File: src/pkg/raec_pkg.sv
// constants and types for the reset and interrupt exception controller
package raec_pkg;
   // register byte offsets
   localparam logic [7:0] OFF_EDGE1  = 8'h00;
   localparam logic [7:0] OFF_EDGE2  = 8'h04;
   localparam logic [7:0] OFF_PORT_MODE_REG_1   = 8'h08;
   localparam logic [7:0] OFF_PORT_MODE_REG_5   = 8'h0c;
   localparam logic [7:0] OFF_IEN1   = 8'h10;
   localparam logic [7:0] OFF_IRQF   = 8'h14;
   localparam logic [7:0] OFF_WKPF   = 8'h18;
   localparam logic [7:0] OFF_STAT   = 8'h1c;
   // field positions
   localparam int NMI_EDGE_BIT = 7;
   localparam int WKP_EN_BIT   = 5;
   localparam int TMA_BIT      = 6;
   localparam int SLP_BIT      = 7;
   localparam int CCR_I_BIT    = 7;
   localparam logic [7:0] WKPF_RSVD = 8'hc0;
   // reset values
   localparam logic [7:0] RST_ZERO = 8'h00;
   localparam logic [15:0] RESET_VEC_ADDR = 16'h0000;
   // vector numbers, address is twice the number
   localparam logic [15:0] VEC_NMI  = 16'h0007;
   localparam logic [15:0] VEC_ABRK = 16'h0006;
   localparam logic [15:0] VEC_IRQ0 = 16'h0008;
   localparam logic [15:0] VEC_WKP  = 16'h000c;
   localparam logic [15:0] VEC_TMA  = 16'h000d;
   localparam logic [15:0] VEC_SLP  = 16'h000e;
   // exception timing in states
   localparam logic [3:0] STACK_STATES = 4'h4;
   localparam logic [3:0] VEC_STATES   = 4'h2;
   localparam logic [3:0] FILL_STATES  = 4'h8;
   // axi responses
   localparam logic [1:0] RESP_OKAY   = 2'b00;
   localparam logic [1:0] RESP_SLVERR = 2'b10;
   // sequencer states
   typedef enum logic [5:0] {
      ST_RSTV  = 6'b000001,
      ST_FIRST = 6'b000010,
      ST_RUN   = 6'b000100,
      ST_STACK = 6'b001000,
      ST_VEC   = 6'b010000,
      ST_FILL  = 6'b100000
   } raec_state_t;
endpackage : raec_pkg

File: src/core/raec_ctrl.sv
// reset and interrupt exception controller with axi4-lite registers
module raec_ctrl #(
   parameter logic [27:0] MASK_ORDER = 28'h0123456
) (
   input  wire logic        aclk,
   input  wire logic        aresetn,
   input  wire logic [7:0]  s_axi_awaddr,
   input  wire logic        s_axi_awvalid,
   output logic             s_axi_awready,
   input  wire logic [31:0] s_axi_wdata,
   input  wire logic [3:0]  s_axi_wstrb,
   input  wire logic        s_axi_wvalid,
   output logic             s_axi_wready,
   output logic [1:0]       s_axi_bresp,
   output logic             s_axi_bvalid,
   input  wire logic        s_axi_bready,
   input  wire logic [7:0]  s_axi_araddr,
   input  wire logic        s_axi_arvalid,
   output logic             s_axi_arready,
   output logic [31:0]      s_axi_rdata,
   output logic [1:0]       s_axi_rresp,
   output logic             s_axi_rvalid,
   input  wire logic        s_axi_rready,
   input  wire logic        nmi_pin,
   input  wire logic [3:0]  irq_pin,
   input  wire logic [5:0]  wakeup_pin,
   input  wire logic        timer_a_event,
   input  wire logic        sleep_xfer_event,
   input  wire logic        addr_break_req,
   input  wire logic        instr_done,
   input  wire logic [15:0] next_pc,
   input  wire logic [15:0] stack_ptr,
   input  wire logic [7:0]  ccr_in,
   input  wire logic        ccr_load_valid,
   input  wire logic [7:0]  ccr_load_data,
   input  wire logic [15:0] vec_rdata,
   output logic             cpu_halt,
   output logic             i_mask,
   output logic             stack_wr_valid,
   output logic [15:0]      stack_addr,
   output logic [15:0]      stack_wdata,
   output logic             sp_load,
   output logic [15:0]      sp_value,
   output logic             vec_read,
   output logic [15:0]      vec_addr,
   output logic             pc_load,
   output logic [15:0]      pc_value
);
   raec_pkg::raec_state_t state_reg, state_next;
   logic [3:0]  cnt_reg;
   logic [7:0]  edge1_reg, edge2_reg, port_mode_reg_1_reg, port_mode_reg_5_reg, ien1_reg, irqf_reg, wkpf_reg;
   logic        nmi_pend_reg, i_mask_reg, aw_held_reg, w_held_reg;
   logic [10:0] sync1_reg, sync2_reg, prev_reg, gated, edge_hit;
   logic [15:0] vecnum_reg, sp_snap_reg, win_vec;
   logic [7:0]  ccr_snap_reg, aw_addr_reg, rd_byte;
   logic [31:0] w_data_reg;
   logic [3:0]  w_strb_reg;
   logic        wr_fire, wr_lane0, wr_hit, rd_hit, m_found, win_valid, win_nomask, accept;
   logic [6:0]  mreq;
   logic [2:0]  m_idx;

   // first maskable request in the parameter order, top nibble wins
   function automatic logic [3:0] pick(input logic [6:0] req);
      logic [3:0] res, src;
      res = 4'h0;
      for (int i = 0; i < 7; i++) begin
         src = MASK_ORDER[i*4 +: 4];
         if (req[src[2:0]]) begin
            res = {1'b1, src[2:0]};
         end
      end
      return res;
   endfunction : pick

   // register offset match
   function automatic logic hit(input logic [7:0] a);
      return a == raec_pkg::OFF_EDGE1 || a == raec_pkg::OFF_EDGE2 ||
             a == raec_pkg::OFF_PORT_MODE_REG_1  || a == raec_pkg::OFF_PORT_MODE_REG_5  ||
             a == raec_pkg::OFF_IEN1  || a == raec_pkg::OFF_IRQF  ||
             a == raec_pkg::OFF_WKPF  || a == raec_pkg::OFF_STAT;
   endfunction : hit

   // two-flop pin synchronizers, order nmi, irq, wakeup
   always_ff @(posedge aclk) begin
      if (!aresetn) begin
         sync1_reg <= 11'h7ff;
         sync2_reg <= 11'h7ff;
      end else begin
         sync1_reg <= {wakeup_pin, irq_pin, nmi_pin};
         sync2_reg <= sync1_reg;
      end
   end

   // pins not in interrupt mode idle high, so mode rewrites can edge
   assign gated = {sync2_reg[10:5] | ~port_mode_reg_5_reg[5:0], sync2_reg[4:1] | ~port_mode_reg_1_reg[3:0], sync2_reg[0]};

   // previous gated level for edge detection
   always_ff @(posedge aclk) begin
      if (!aresetn) begin
         prev_reg <= 11'h7ff;
      end else begin
         prev_reg <= gated;
      end
   end

   // select 1 means rising, 0 means falling
   function automatic logic edge_of(input logic sel, input logic now, input logic was);
      return sel ? (now & ~was) : (~now & was);
   endfunction : edge_of

   // per-pin edge detect
   always_comb begin
      edge_hit[0] = edge_of(edge1_reg[raec_pkg::NMI_EDGE_BIT], gated[0], prev_reg[0]);
      for (int i = 0; i < 4; i++) edge_hit[1+i] = edge_of(edge1_reg[i], gated[1+i], prev_reg[1+i]);
      for (int i = 0; i < 6; i++) edge_hit[5+i] = edge_of(edge2_reg[i], gated[5+i], prev_reg[5+i]);
   end

   // axi write channel capture, address and data in either order
   always_ff @(posedge aclk) begin
      if (!aresetn) begin
         aw_held_reg <= 1'b0;
         w_held_reg  <= 1'b0;
         aw_addr_reg <= 8'h00;
         w_data_reg  <= 32'h0000_0000;
         w_strb_reg  <= 4'h0;
      end else begin
         if (s_axi_awvalid && s_axi_awready) begin
            aw_held_reg <= 1'b1;
            aw_addr_reg <= s_axi_awaddr;
         end else if (wr_fire) begin
            aw_held_reg <= 1'b0;
         end
         if (s_axi_wvalid && s_axi_wready) begin
            w_held_reg <= 1'b1;
            w_data_reg <= s_axi_wdata;
            w_strb_reg <= s_axi_wstrb;
         end else if (wr_fire) begin
            w_held_reg <= 1'b0;
         end
      end
   end

   assign s_axi_awready = !aw_held_reg && !s_axi_bvalid;
   assign s_axi_wready  = !w_held_reg && !s_axi_bvalid;
   assign wr_fire  = aw_held_reg && w_held_reg && !s_axi_bvalid;
   assign wr_hit   = hit({aw_addr_reg[7:2], 2'b00});
   assign wr_lane0 = wr_fire && wr_hit && w_strb_reg[0];

   // write response
   always_ff @(posedge aclk) begin
      if (!aresetn) begin
         s_axi_bvalid <= 1'b0;
         s_axi_bresp  <= raec_pkg::RESP_OKAY;
      end else if (wr_fire) begin
         s_axi_bvalid <= 1'b1;
         s_axi_bresp  <= wr_hit ? raec_pkg::RESP_OKAY : raec_pkg::RESP_SLVERR;
      end else if (s_axi_bready) begin
         s_axi_bvalid <= 1'b0;
      end
   end

   // control registers
   always_ff @(posedge aclk) begin
      if (!aresetn) begin
         edge1_reg <= raec_pkg::RST_ZERO;
         edge2_reg <= raec_pkg::RST_ZERO;
         port_mode_reg_1_reg  <= raec_pkg::RST_ZERO;
         port_mode_reg_5_reg  <= raec_pkg::RST_ZERO;
         ien1_reg  <= raec_pkg::RST_ZERO;
      end else if (wr_lane0) begin
         unique case ({aw_addr_reg[7:2], 2'b00})
            raec_pkg::OFF_EDGE1: edge1_reg <= w_data_reg[7:0] & 8'h8f;
            raec_pkg::OFF_EDGE2: edge2_reg <= w_data_reg[7:0] & 8'h3f;
            raec_pkg::OFF_PORT_MODE_REG_1:  port_mode_reg_1_reg  <= w_data_reg[7:0] & 8'h0f;
            raec_pkg::OFF_PORT_MODE_REG_5:  port_mode_reg_5_reg  <= w_data_reg[7:0] & 8'h3f;
            raec_pkg::OFF_IEN1:  ien1_reg  <= w_data_reg[7:0] & 8'hef;
            default: ;
         endcase
      end
   end

   // request flags: write 0 clears, 1 keeps, a set in the same cycle wins
   always_ff @(posedge aclk) begin
      if (!aresetn) begin
         irqf_reg <= raec_pkg::RST_ZERO;
         wkpf_reg <= raec_pkg::RST_ZERO;
      end else begin
         irqf_reg <= ((wr_lane0 && {aw_addr_reg[7:2], 2'b00} == raec_pkg::OFF_IRQF)
                      ? (irqf_reg & w_data_reg[7:0]) : irqf_reg)
                     | {sleep_xfer_event, timer_a_event, 2'b00, edge_hit[4:1]};
         wkpf_reg <= ((wr_lane0 && {aw_addr_reg[7:2], 2'b00} == raec_pkg::OFF_WKPF)
                      ? (wkpf_reg & w_data_reg[7:0]) : wkpf_reg)
                     | {2'b00, edge_hit[10:5]};
      end
   end

   // nmi pending until accepted
   always_ff @(posedge aclk) begin
      if (!aresetn) begin
         nmi_pend_reg <= 1'b0;
      end else if (edge_hit[0]) begin
         nmi_pend_reg <= 1'b1;
      end else if (accept && win_vec == raec_pkg::VEC_NMI) begin
         nmi_pend_reg <= 1'b0;
      end
   end

   // axi read path
   always_comb begin
      unique case ({s_axi_araddr[7:2], 2'b00})
         raec_pkg::OFF_EDGE1: rd_byte = edge1_reg;
         raec_pkg::OFF_EDGE2: rd_byte = edge2_reg;
         raec_pkg::OFF_PORT_MODE_REG_1:  rd_byte = port_mode_reg_1_reg;
         raec_pkg::OFF_PORT_MODE_REG_5:  rd_byte = port_mode_reg_5_reg;
         raec_pkg::OFF_IEN1:  rd_byte = ien1_reg;
         raec_pkg::OFF_IRQF:  rd_byte = irqf_reg;
         raec_pkg::OFF_WKPF:  rd_byte = wkpf_reg | raec_pkg::WKPF_RSVD;
         raec_pkg::OFF_STAT:  rd_byte = {5'h00, nmi_pend_reg, cpu_halt, i_mask_reg};
         default:             rd_byte = 8'h00;
      endcase
   end

   assign rd_hit        = hit({s_axi_araddr[7:2], 2'b00});
   assign s_axi_arready = !s_axi_rvalid;

   // read data and response
   always_ff @(posedge aclk) begin
      if (!aresetn) begin
         s_axi_rvalid <= 1'b0;
         s_axi_rdata  <= 32'h0000_0000;
         s_axi_rresp  <= raec_pkg::RESP_OKAY;
      end else if (s_axi_arvalid && s_axi_arready) begin
         s_axi_rvalid <= 1'b1;
         s_axi_rdata  <= {24'h00_0000, rd_byte};
         s_axi_rresp  <= rd_hit ? raec_pkg::RESP_OKAY : raec_pkg::RESP_SLVERR;
      end else if (s_axi_rready) begin
         s_axi_rvalid <= 1'b0;
      end
   end

   // enabled maskable requests: irq0..3, wakeup, timer a, sleep
   assign mreq = {irqf_reg[raec_pkg::SLP_BIT] & ien1_reg[raec_pkg::SLP_BIT],
                  irqf_reg[raec_pkg::TMA_BIT] & ien1_reg[raec_pkg::TMA_BIT],
                  (|wkpf_reg[5:0]) & ien1_reg[raec_pkg::WKP_EN_BIT],
                  irqf_reg[3:0] & ien1_reg[3:0]};
   assign {m_found, m_idx} = pick(mreq);

   // winner selection, nmi then address break then maskable list
   always_comb begin
      win_valid  = 1'b1;
      win_nomask = 1'b1;
      if (nmi_pend_reg) begin
         win_vec = raec_pkg::VEC_NMI;
      end else if (addr_break_req) begin
         win_vec = raec_pkg::VEC_ABRK;
      end else begin
         win_nomask = 1'b0;
         win_valid  = m_found;
         if (m_idx < 3'd4) begin
            win_vec = raec_pkg::VEC_IRQ0 + {13'h0000, m_idx};
         end else if (m_idx == 3'd4) begin
            win_vec = raec_pkg::VEC_WKP;
         end else if (m_idx == 3'd5) begin
            win_vec = raec_pkg::VEC_TMA;
         end else begin
            win_vec = raec_pkg::VEC_SLP;
         end
      end
   end

   // take only at an instruction boundary, never before the first one
   assign accept = (state_reg == raec_pkg::ST_RUN) && instr_done && win_valid
                   && (win_nomask || !i_mask_reg);

   // sequencer next state
   always_comb begin
      state_next = state_reg;
      unique case (state_reg)
         raec_pkg::ST_RSTV:  if (cnt_reg == raec_pkg::VEC_STATES - 4'h1) state_next = raec_pkg::ST_FIRST;
         raec_pkg::ST_FIRST: if (instr_done) state_next = raec_pkg::ST_RUN;
         raec_pkg::ST_RUN:   if (accept) state_next = raec_pkg::ST_STACK;
         raec_pkg::ST_STACK: if (cnt_reg == raec_pkg::STACK_STATES - 4'h1) state_next = raec_pkg::ST_VEC;
         raec_pkg::ST_VEC:   if (cnt_reg == raec_pkg::VEC_STATES - 4'h1) state_next = raec_pkg::ST_FILL;
         raec_pkg::ST_FILL:  if (cnt_reg == raec_pkg::FILL_STATES - 4'h1) state_next = raec_pkg::ST_RUN;
         default:            state_next = raec_pkg::ST_RSTV;
      endcase
   end

   // state and per-phase counter
   always_ff @(posedge aclk) begin
      if (!aresetn) begin
         state_reg <= raec_pkg::ST_RSTV;
         cnt_reg   <= 4'h0;
      end else begin
         state_reg <= state_next;
         cnt_reg   <= (state_next != state_reg) ? 4'h0 : cnt_reg + 4'h1;
      end
   end

   // snapshot of source, stack pointer and ccr at acceptance
   always_ff @(posedge aclk) begin
      if (!aresetn) begin
         vecnum_reg   <= raec_pkg::RESET_VEC_ADDR;
         sp_snap_reg  <= 16'h0000;
         ccr_snap_reg <= 8'h00;
      end else if (accept) begin
         vecnum_reg   <= win_vec;
         sp_snap_reg  <= {stack_ptr[15:1], 1'b0};
         ccr_snap_reg <= {i_mask_reg, ccr_in[6:0]};
      end
   end

   // interrupt mask bit
   always_ff @(posedge aclk) begin
      if (!aresetn) begin
         i_mask_reg <= 1'b1;
      end else if (state_reg == raec_pkg::ST_RSTV) begin
         i_mask_reg <= 1'b1;
      end else if (state_reg == raec_pkg::ST_STACK && cnt_reg == raec_pkg::STACK_STATES - 4'h1) begin
         i_mask_reg <= 1'b1;
      end else if (ccr_load_valid) begin
         i_mask_reg <= ccr_load_data[raec_pkg::CCR_I_BIT];
      end
   end

   // stack pushes: pc at sp-2, ccr at sp-4, then new sp
   always_ff @(posedge aclk) begin
      if (!aresetn) begin
         stack_wr_valid <= 1'b0;
         stack_addr     <= 16'h0000;
         stack_wdata    <= 16'h0000;
         sp_load        <= 1'b0;
         sp_value       <= 16'h0000;
      end else begin
         stack_wr_valid <= 1'b0;
         sp_load        <= 1'b0;
         if (accept) begin
            stack_wr_valid <= 1'b1;
            stack_addr     <= {stack_ptr[15:1], 1'b0} - 16'h0002;
            stack_wdata    <= next_pc;
         end else if (state_reg == raec_pkg::ST_STACK && cnt_reg == 4'h1) begin
            stack_wr_valid <= 1'b1;
            stack_addr     <= sp_snap_reg - 16'h0004;
            stack_wdata    <= {ccr_snap_reg, ccr_snap_reg};
         end else if (state_reg == raec_pkg::ST_STACK && cnt_reg == raec_pkg::STACK_STATES - 4'h1) begin
            sp_load        <= 1'b1;
            sp_value       <= sp_snap_reg - 16'h0004;
         end
      end
   end

   // vector fetch and pc load, reset uses vector zero
   always_ff @(posedge aclk) begin
      if (!aresetn) begin
         vec_read <= 1'b0;
         vec_addr <= raec_pkg::RESET_VEC_ADDR;
         pc_load  <= 1'b0;
         pc_value <= 16'h0000;
      end else begin
         vec_read <= 1'b0;
         pc_load  <= 1'b0;
         if (state_reg == raec_pkg::ST_RSTV && cnt_reg == 4'h0) begin
            vec_read <= 1'b1;
            vec_addr <= raec_pkg::RESET_VEC_ADDR;
         end else if (state_reg == raec_pkg::ST_STACK && cnt_reg == raec_pkg::STACK_STATES - 4'h1) begin
            vec_read <= 1'b1;
            vec_addr <= {vecnum_reg[14:0], 1'b0};
         end else if ((state_reg == raec_pkg::ST_RSTV && cnt_reg == 4'h1)
                      || (state_reg == raec_pkg::ST_VEC && cnt_reg == 4'h0)) begin
            pc_load  <= 1'b1;
            pc_value <= vec_rdata;
         end
      end
   end

   // cpu held while the exception sequence owns the bus
   assign cpu_halt = (state_reg == raec_pkg::ST_RSTV) || (state_reg == raec_pkg::ST_STACK)
                     || (state_reg == raec_pkg::ST_VEC) || (state_reg == raec_pkg::ST_FILL);
   assign i_mask   = i_mask_reg;
endmodule : raec_ctrl

File: config.mk
export PLATFORM = sky130hd
export DESIGN_NAME = raec_ctrl
export DESIGN_NICKNAME = d
export VERILOG_FILES = /design/src/pkg/raec_pkg.sv /design/src/core/raec_ctrl.sv
export SDC_FILE = /design/constraint.sdc
export NUM_CORES = 1
export LEC_CHECK = 0
export ABC_AREA = 1
export CORE_MARGIN = 3
export CORE_UTILIZATION = 60
export CTS_CLUSTER_SIZE = 14
export DETAILED_ROUTE_END_ITERATION = 10
export DONT_BUFFER_PORTS = 1
export PLACE_DENSITY = 0.76
export SLEW_MARGIN = 20
export SYNTH_ARGS = -nofsm -noshare
export SYNTH_HDL_FRONTEND = slang
export SYNTH_SLANG_ARGS = --single-unit
File: constraint.sdc
create_clock -name aclk -period 2.15 [get_ports aclk]
set_clock_uncertainty 0.05 [all_clocks]
set_input_delay 0.1075 -clock aclk [delete_from_list [all_inputs] [get_ports aclk]]
set_output_delay 0.1075 -clock aclk [all_outputs]
set_load 0.05 [all_outputs]
==> summary.md, run 1 <==
| Metric | Value |
|---|---|
| Worst setup margin | 49.2 ps |
| Site Rows | 45 |
| WL/cell | 15.5 µm |
| Final RePlAce weighted congestion | 0.915 |
| Synth Cell Area | 9400 µm² |
| Worst Setup Start Kind | input pin |
| Least-Margin Pin Slew | 580 ps |
| Worst path slowest cell | dlygate4sd3_1 |
| Synth cell types | 45 |
| Clock buffer depth | 3 |
| Post-route DRC | 0 |
| IO Count | 266 |
| Core Region | roughly 15000 µm² |
| Initial antenna violation count | 2 |
| Outcome | complete, no violations |
| Clk sinks | 213 |
| Global route overflow | 0 |
| Shortest period the worst path allows | 2100 ps |
| Via density | 5.37 |
| Warnings from Yosys | 0 |
| Reg2reg end | s_axi_rdata[2] |
| Detailed Route Iter0 Violations | approximately 610 |
| Share of cells above drive strength 1 | 8.43% |
| Clock Latency Late Sink | 500 ps |
| Commonest non-fill, non-tap cell in the layout | nand2_1 |
| Critical Path Sink | s_axi_rdata[2] |
| Via count | 8725 |
| R2R depth | 7 |
| Crit share post-route | 97.7% |
| Max Fclk | about 480 MHz |
| GR Util All Layers | 27.7% |
| Placed insts | 1477 |
| Max Cap Viol | 0 |
| P&R area growth vs syn | 20.8% |
| Critical path's most frequent cell | dlygate4sd3_1 |
| Type of the tightest min-delay check | in2reg |
| Worst EP required | 2540 ps |
| Hold Crit Depth | 7 |
| Routed WL | 25100 µm |
| Die Y | 131 µm |
| Avg Synthesized Cell Area | about 7.3 µm² |
| Number of I/O port buffers | 0 |
| Final slew viol count | 0 |
| Final Hold Fails | 0 |
| Worst-path fanout max | 143 |
| Synth Flop Type | dfxtp_1 |
| Register bit total from synthesis | about 210 |
| Post-route ant nets | 0 |
| Final total power | 10.0 mW |
| Reg2reg setup slack | about 110 ps |
| DR pass1 iterations | 6 |
| Clk root buf | clkbuf_16 |
| Commonest non-fill, non-tap cells in the layout | nand2_1 (239), dfxtp_1 (213), nor2_1 (170) |
| Dpl ws | 216 ps |
| Die footprint | between 15000 and 20000 µm² |
| Starting Density | 61.6% |
| Nets | between 1500 and 2000 |
| Post-DP HPWL | roughly 16000 µm |
| Setup TNS | 0 ps |
| Pleak | 4.86 nW |
| Largest regs | pc_value: 16 flops, stack_wdata: 16 flops |
| Reg2Reg Launch Point | s_axi_rvalid |
| Power per cell area | 883 nW/µm² |
| H-tree depth | 1 |
| Setup crit end kind | flop |
| Final setup fails | 0 |
| Die width | ~130 µm |
| CTS tree | done |
| CP max stage delay | 610 ps |
| Max VDD drop | 0.000744 V |
| Worst path cell trace | dlygate4sd3_1 > buf_16 > inv_4 > buf_4 > a21oi_1 > dlygate4sd3_1 |
| Largest net degree at the start of global routing | roughly 140 |
| Worst-path clk slew | 60 ps |
| Rel. slew slack | between 60 and 70% |
| Number of synthesized flops with an enable pin | 0 |
| First-pass GRT wire length | 40500 µm |
| Final Non-Filler Cells | about 1600 |
| Setup Crit Path Kind | in2reg |
| Register area share after synthesis | 45.4% |
| Critical Path Start | aresetn |
| Final Util | 74.4% |
| Gate Count Post-Synth | about 1300 |
| Worst endpoint data arrival time | 2490 ps |
| Synth async-reset ratio | 0% |
| Vias in the first global route | 8215 |
| TritonCTS buffer count | 22 |
-- worst min-delay path by stage --
| stage | slack [ps] | end | startpoint |
|---|---|---|---|
| floorplan | 160 | sync1_reg[0] | nmi_pin |
| global placement | 140 | prev_reg[2] | aresetn |
| finish | 30 | s_axi_rdata[0] | s_axi_araddr[3] |
| CTS | 0.2 | stack_addr[12] | stack_ptr[9] |
| global route | 80 | stack_addr[12] | stack_ptr[9] |
| detailed placement | 140 | prev_reg[2] | aresetn |
-- timing repair --
action,in CTS,in global routing
hold endpoints to repair,193,0
setup buffers,0,1
setup endpoints to repair,0,7
gates resized for setup,0,10
hold buffers,105,0
-- layout make-up --
type | instances | area [µm²]
well taps | 211 | 264
clock buffers | 32 | 668
fillers | 1168 | 3900
multi-input cells | 885 | 4220
repair buffers | 132 | 1300
inverters | 142 | 542
clock inverters | 7 | 103
flip-flops and latches | 213 | 4260
diodes | 2 | 5.00
-- cells by family (layout without fill, tap and decap cells) --
family	count (synthesis)	in the layout	share of synthesized area [%]
simple gates	537	537	25.0
compound gates	285	285	15.7
buf+inv	229	313	11.6
flops	213	213	45.4
xor+xnor	18	18	1.68
fa+ha+maj	5	5	0.666
other cells	1	42	0.0399
-- synthesized netlist by cell type, drive strengths merged (2+ instances only) --
| master | number | area [µm²] |
|---|---|---|
| nor4 | 4 | 31.3 |
| or3 | 3 | 18.8 |
| nor3 | 16 | 100 |
| and2 | 2 | 12.5 |
| dfxtp | 213 | 4260 |
| nor2 | 178 | 706 |
| o221ai | 2 | 17.5 |
| o211ai | 2 | 15.0 |
| buf | 63 | 464 |
| ha | 5 | 62.6 |
| clkbuf | 24 | 90.1 |
| inv | 141 | 532 |
| o21a | 3 | 22.5 |
| a21oi | 123 | 616 |
| xnor2 | 3 | 26.3 |
| o21ai | 141 | 709 |
| a211oi | 2 | 15.0 |
| or2 | 25 | 156 |
| o22ai | 7 | 43.8 |
| xor2 | 15 | 131 |
| nand2 | 242 | 926 |
| nand4 | 9 | 86.3 |
| a31oi | 3 | 18.8 |
| nand3 | 57 | 303 |
-- power breakdown --
group	internal [mW]	switching, mW
logic	0.434	0.853
registers	4.17	0.619
clock network	2.40	1.55
total	7.01	3.02
-- stage by stage --
step           hold WS (ps)  instance area (µm²)
2_1_floorplan           164                 9550
3_3_place_gp            137                 9480
3_5_place_dp            142                 9480
4_1_cts               0.163                11300
5_1_grt                81.6                11400
6_report               31.3                11400
-- per-layer routing --
metal	global-route usage (%)	vias up	wire length, µm
met1	35.7	3969	10600
li1	-	4281	-
met4	9.33	0	800
met2	45.7	397	11700
met3	7.01	78	2030
met5	0	-	0
-- critical path, delay by kind of cell --
family | cells | cell delay, ps
AOI/OAI and AO/OA | 1 | 130
buffers and inverters | 5 | 2100
Note: power is estimated with default switching activity, not from simulation.
==> inputs of run 2 (changes only) <==
Settings changed: PLACE_DENSITY 0.76 to 0.74.
==> run 2 against run 1 <==
- global-route usage decreased by 0.93 points
- utilization decreased by 0.39 points
- die area unchanged
- count of clock-buffer cells in the layout decreased by 6
- register-to-register slack about the same
- wire length decreased by 3.0%
- maximum frequency increased by 2.6%
- critical path type is now reg2reg
- power increased by 2.6%
- worst setup slack improved by 53 ps
- largest power group unchanged
==> summary.md, run 2 (synthesis results as in run 1) <==
| Metric | Value |
|---|---|
| First-pass GRT wire length | between 30000 and 40000 µm |
| CP max stage delay | 550 ps |
| Type of the tightest min-delay check | in2reg |
| Core Region | 15300 µm² |
| Setup crit end kind | flop |
| Initial antenna violation count | 0 |
| Worst path slowest cell | dlygate4sd3_1 |
| P&R area growth vs syn | 20.2% |
| Outcome | complete, no violations |
| Least-Margin Pin Slew | 587 ps |
| WHS | 2.67 ps |
| Number of I/O port buffers | 0 |
| IO Count | 266 |
| Max VDD drop | 0.000794 V |
| Crit share post-route | a little over nine tenths |
| Worst endpoint data arrival time | ~2400 ps |
| Shortest period the worst path allows | 2050 ps |
| Clock Latency Late Sink | 510 ps |
| GR Util All Layers | 26.8% |
| Area after DPL | 9460 µm² |
| Pleak | roughly 4.8 nW |
| Worst path cell trace | buf_4 > nor2_1 > nand2_1 > o21ai_0 > nor2_1 > dlygate4sd3_1 |
| Final RePlAce weighted congestion | 0.921 |
| HP Start | s_axi_wvalid |
| Max Fclk | 488 MHz |
| Worst-path fanout max | 10 |
| TritonCTS buffer count | 23 |
| Layout fillers | roughly 1200 |
| Critical Path Start | s_axi_bvalid |
| Global route overflow | 0 |
| Reg2Reg Launch Point | s_axi_bvalid |
| Final total power | a little over 10 mW |
| Final setup fails | 0 |
| Worst Setup Start Kind | flop |
| Critical path's most frequent cell | nor2_1 |
| Clk root buf | clkbuf_16 |
| Post-route DRC | 0 |
| Post-route ant nets | 0 |
| Worst-path clk slew | 60 ps |
| Worst EP required | about 2500 ps |
| Final instance area | 11300 µm² |
| Top cell family by delay on the critical path | buffers and inverters |
| Detailed Route Iter0 Violations | 590 |
| Post-CTS Setup Bufs | 0 |
| Final slew viol count | 0 |
| Diodes inserted | 0 |
| Max Cap Viol | 0 |
| Worst path buffer plus inverter count | 2 |
| Largest regs | pc_value: 16 flops, stack_wdata: 16 flops |
| Commonest non-fill, non-tap cells in the layout | nand2_1 (238), dfxtp_1 (213), nor2_1 (171) |
| Starting Density | between 60% and 70% |
| Die Y | 131 µm |
| Power per cell area | 910 nW/µm² |
| DR pass1 iterations | 5 |
| Die footprint | 17200 µm² |
| CTS tree | done |
| Post-DP HPWL | 15700 µm |
| Nets | around 1500 |
| Via count | 8431 |
| Die width | 131 µm |
| Routed WL | about 24000 µm |
| Vias in the first global route | 8033 |
| Clk sinks | between 200 and 250 |
| WL/cell | 15.1 µm |
| Commonest non-fill, non-tap cell in the layout | nand2_1 |
| Via density | between 5 and 6 |
| Largest net degree at the start of global routing | 144 |
| H-tree depth | 1 |
| Site Rows | 45 |
| Clock buffer depth | 3 |
| Final Hold Fails | 0 |
| Rel. slew slack | 60.8% |
| Setup Crit Path Kind | reg2reg |
| Share of cells above drive strength 1 | 8.41% |
[run 2: cell count changes in the layout (fill, tap and decap cells not counted), sizes merged]
cell | before | now
clkinv | 3 | 9
buf | 28 | 24
diode | 2 | 0
dlygate4sd3 | 104 | 97
clkbuf | 32 | 26
bufinv | 2 | 5
[run 2: final timing paths]
path         depth (start not counted)  slack [ps]             end
min reg2reg                          1         360    sync2_reg[3]
max                                  6         100  aw_addr_reg[7]
min                                  2           3   w_data_reg[6]
max reg2reg                          6         100  aw_addr_reg[7]
[run 2: timing repair]
| item | CTS | global route |
|---|---|---|
| resized for setup | 0 | 5 |
| hold buffers | 98 | 0 |
| setup endpoints to repair | 0 | 5 |
| endpoints found under the hold margin | 200 | 0 |
[run 2: layout make-up]
type / count / area (µm²) / area share (%)
Clock buffer: 26 / 617 / 5.46
Clock inverter: 16 / 211 / 1.87
Sequential cell: 213 / 4260 / 37.7
Inverter: 142 / 539 / 4.77
Timing Repair Buffer: 121 / 1200 / 10.6
Multi-Input combinational cell: 885 / 4210 / 37.2
Tap cell: 211 / 264 / 2.34
[run 2: where the power goes]
group          switching [mW]  internal [mW]  leakage (nW)
clock network            1.59           2.66         0.416
logic                   0.832          0.408          2.70
registers               0.617           4.17          1.73
[run 2: per-stage QoR]
step	util, %	setup TNS, ps	setup WS [ps]	std cells
floorplan	-	0	18.9	1327
global placement	62.0	0	270	1474
detailed placement	62.0	0	190	1474
CTS	73.9	0	51.6	1614
global route	74.0	-10.1	-10.1	1614
finish	74.0	0	102	1614
[run 2: per-layer routing]
metal	vias to the layer above	part of all wire (%)	track usage [%]	routed length, µm
met5	-	0	0	0
met4	0	2.8	8.23	675
met3	63	7.5	6.32	1840
met2	350	46	44.3	11300
met1	3754	43	35.1	10500
li1	4264	-	-	-
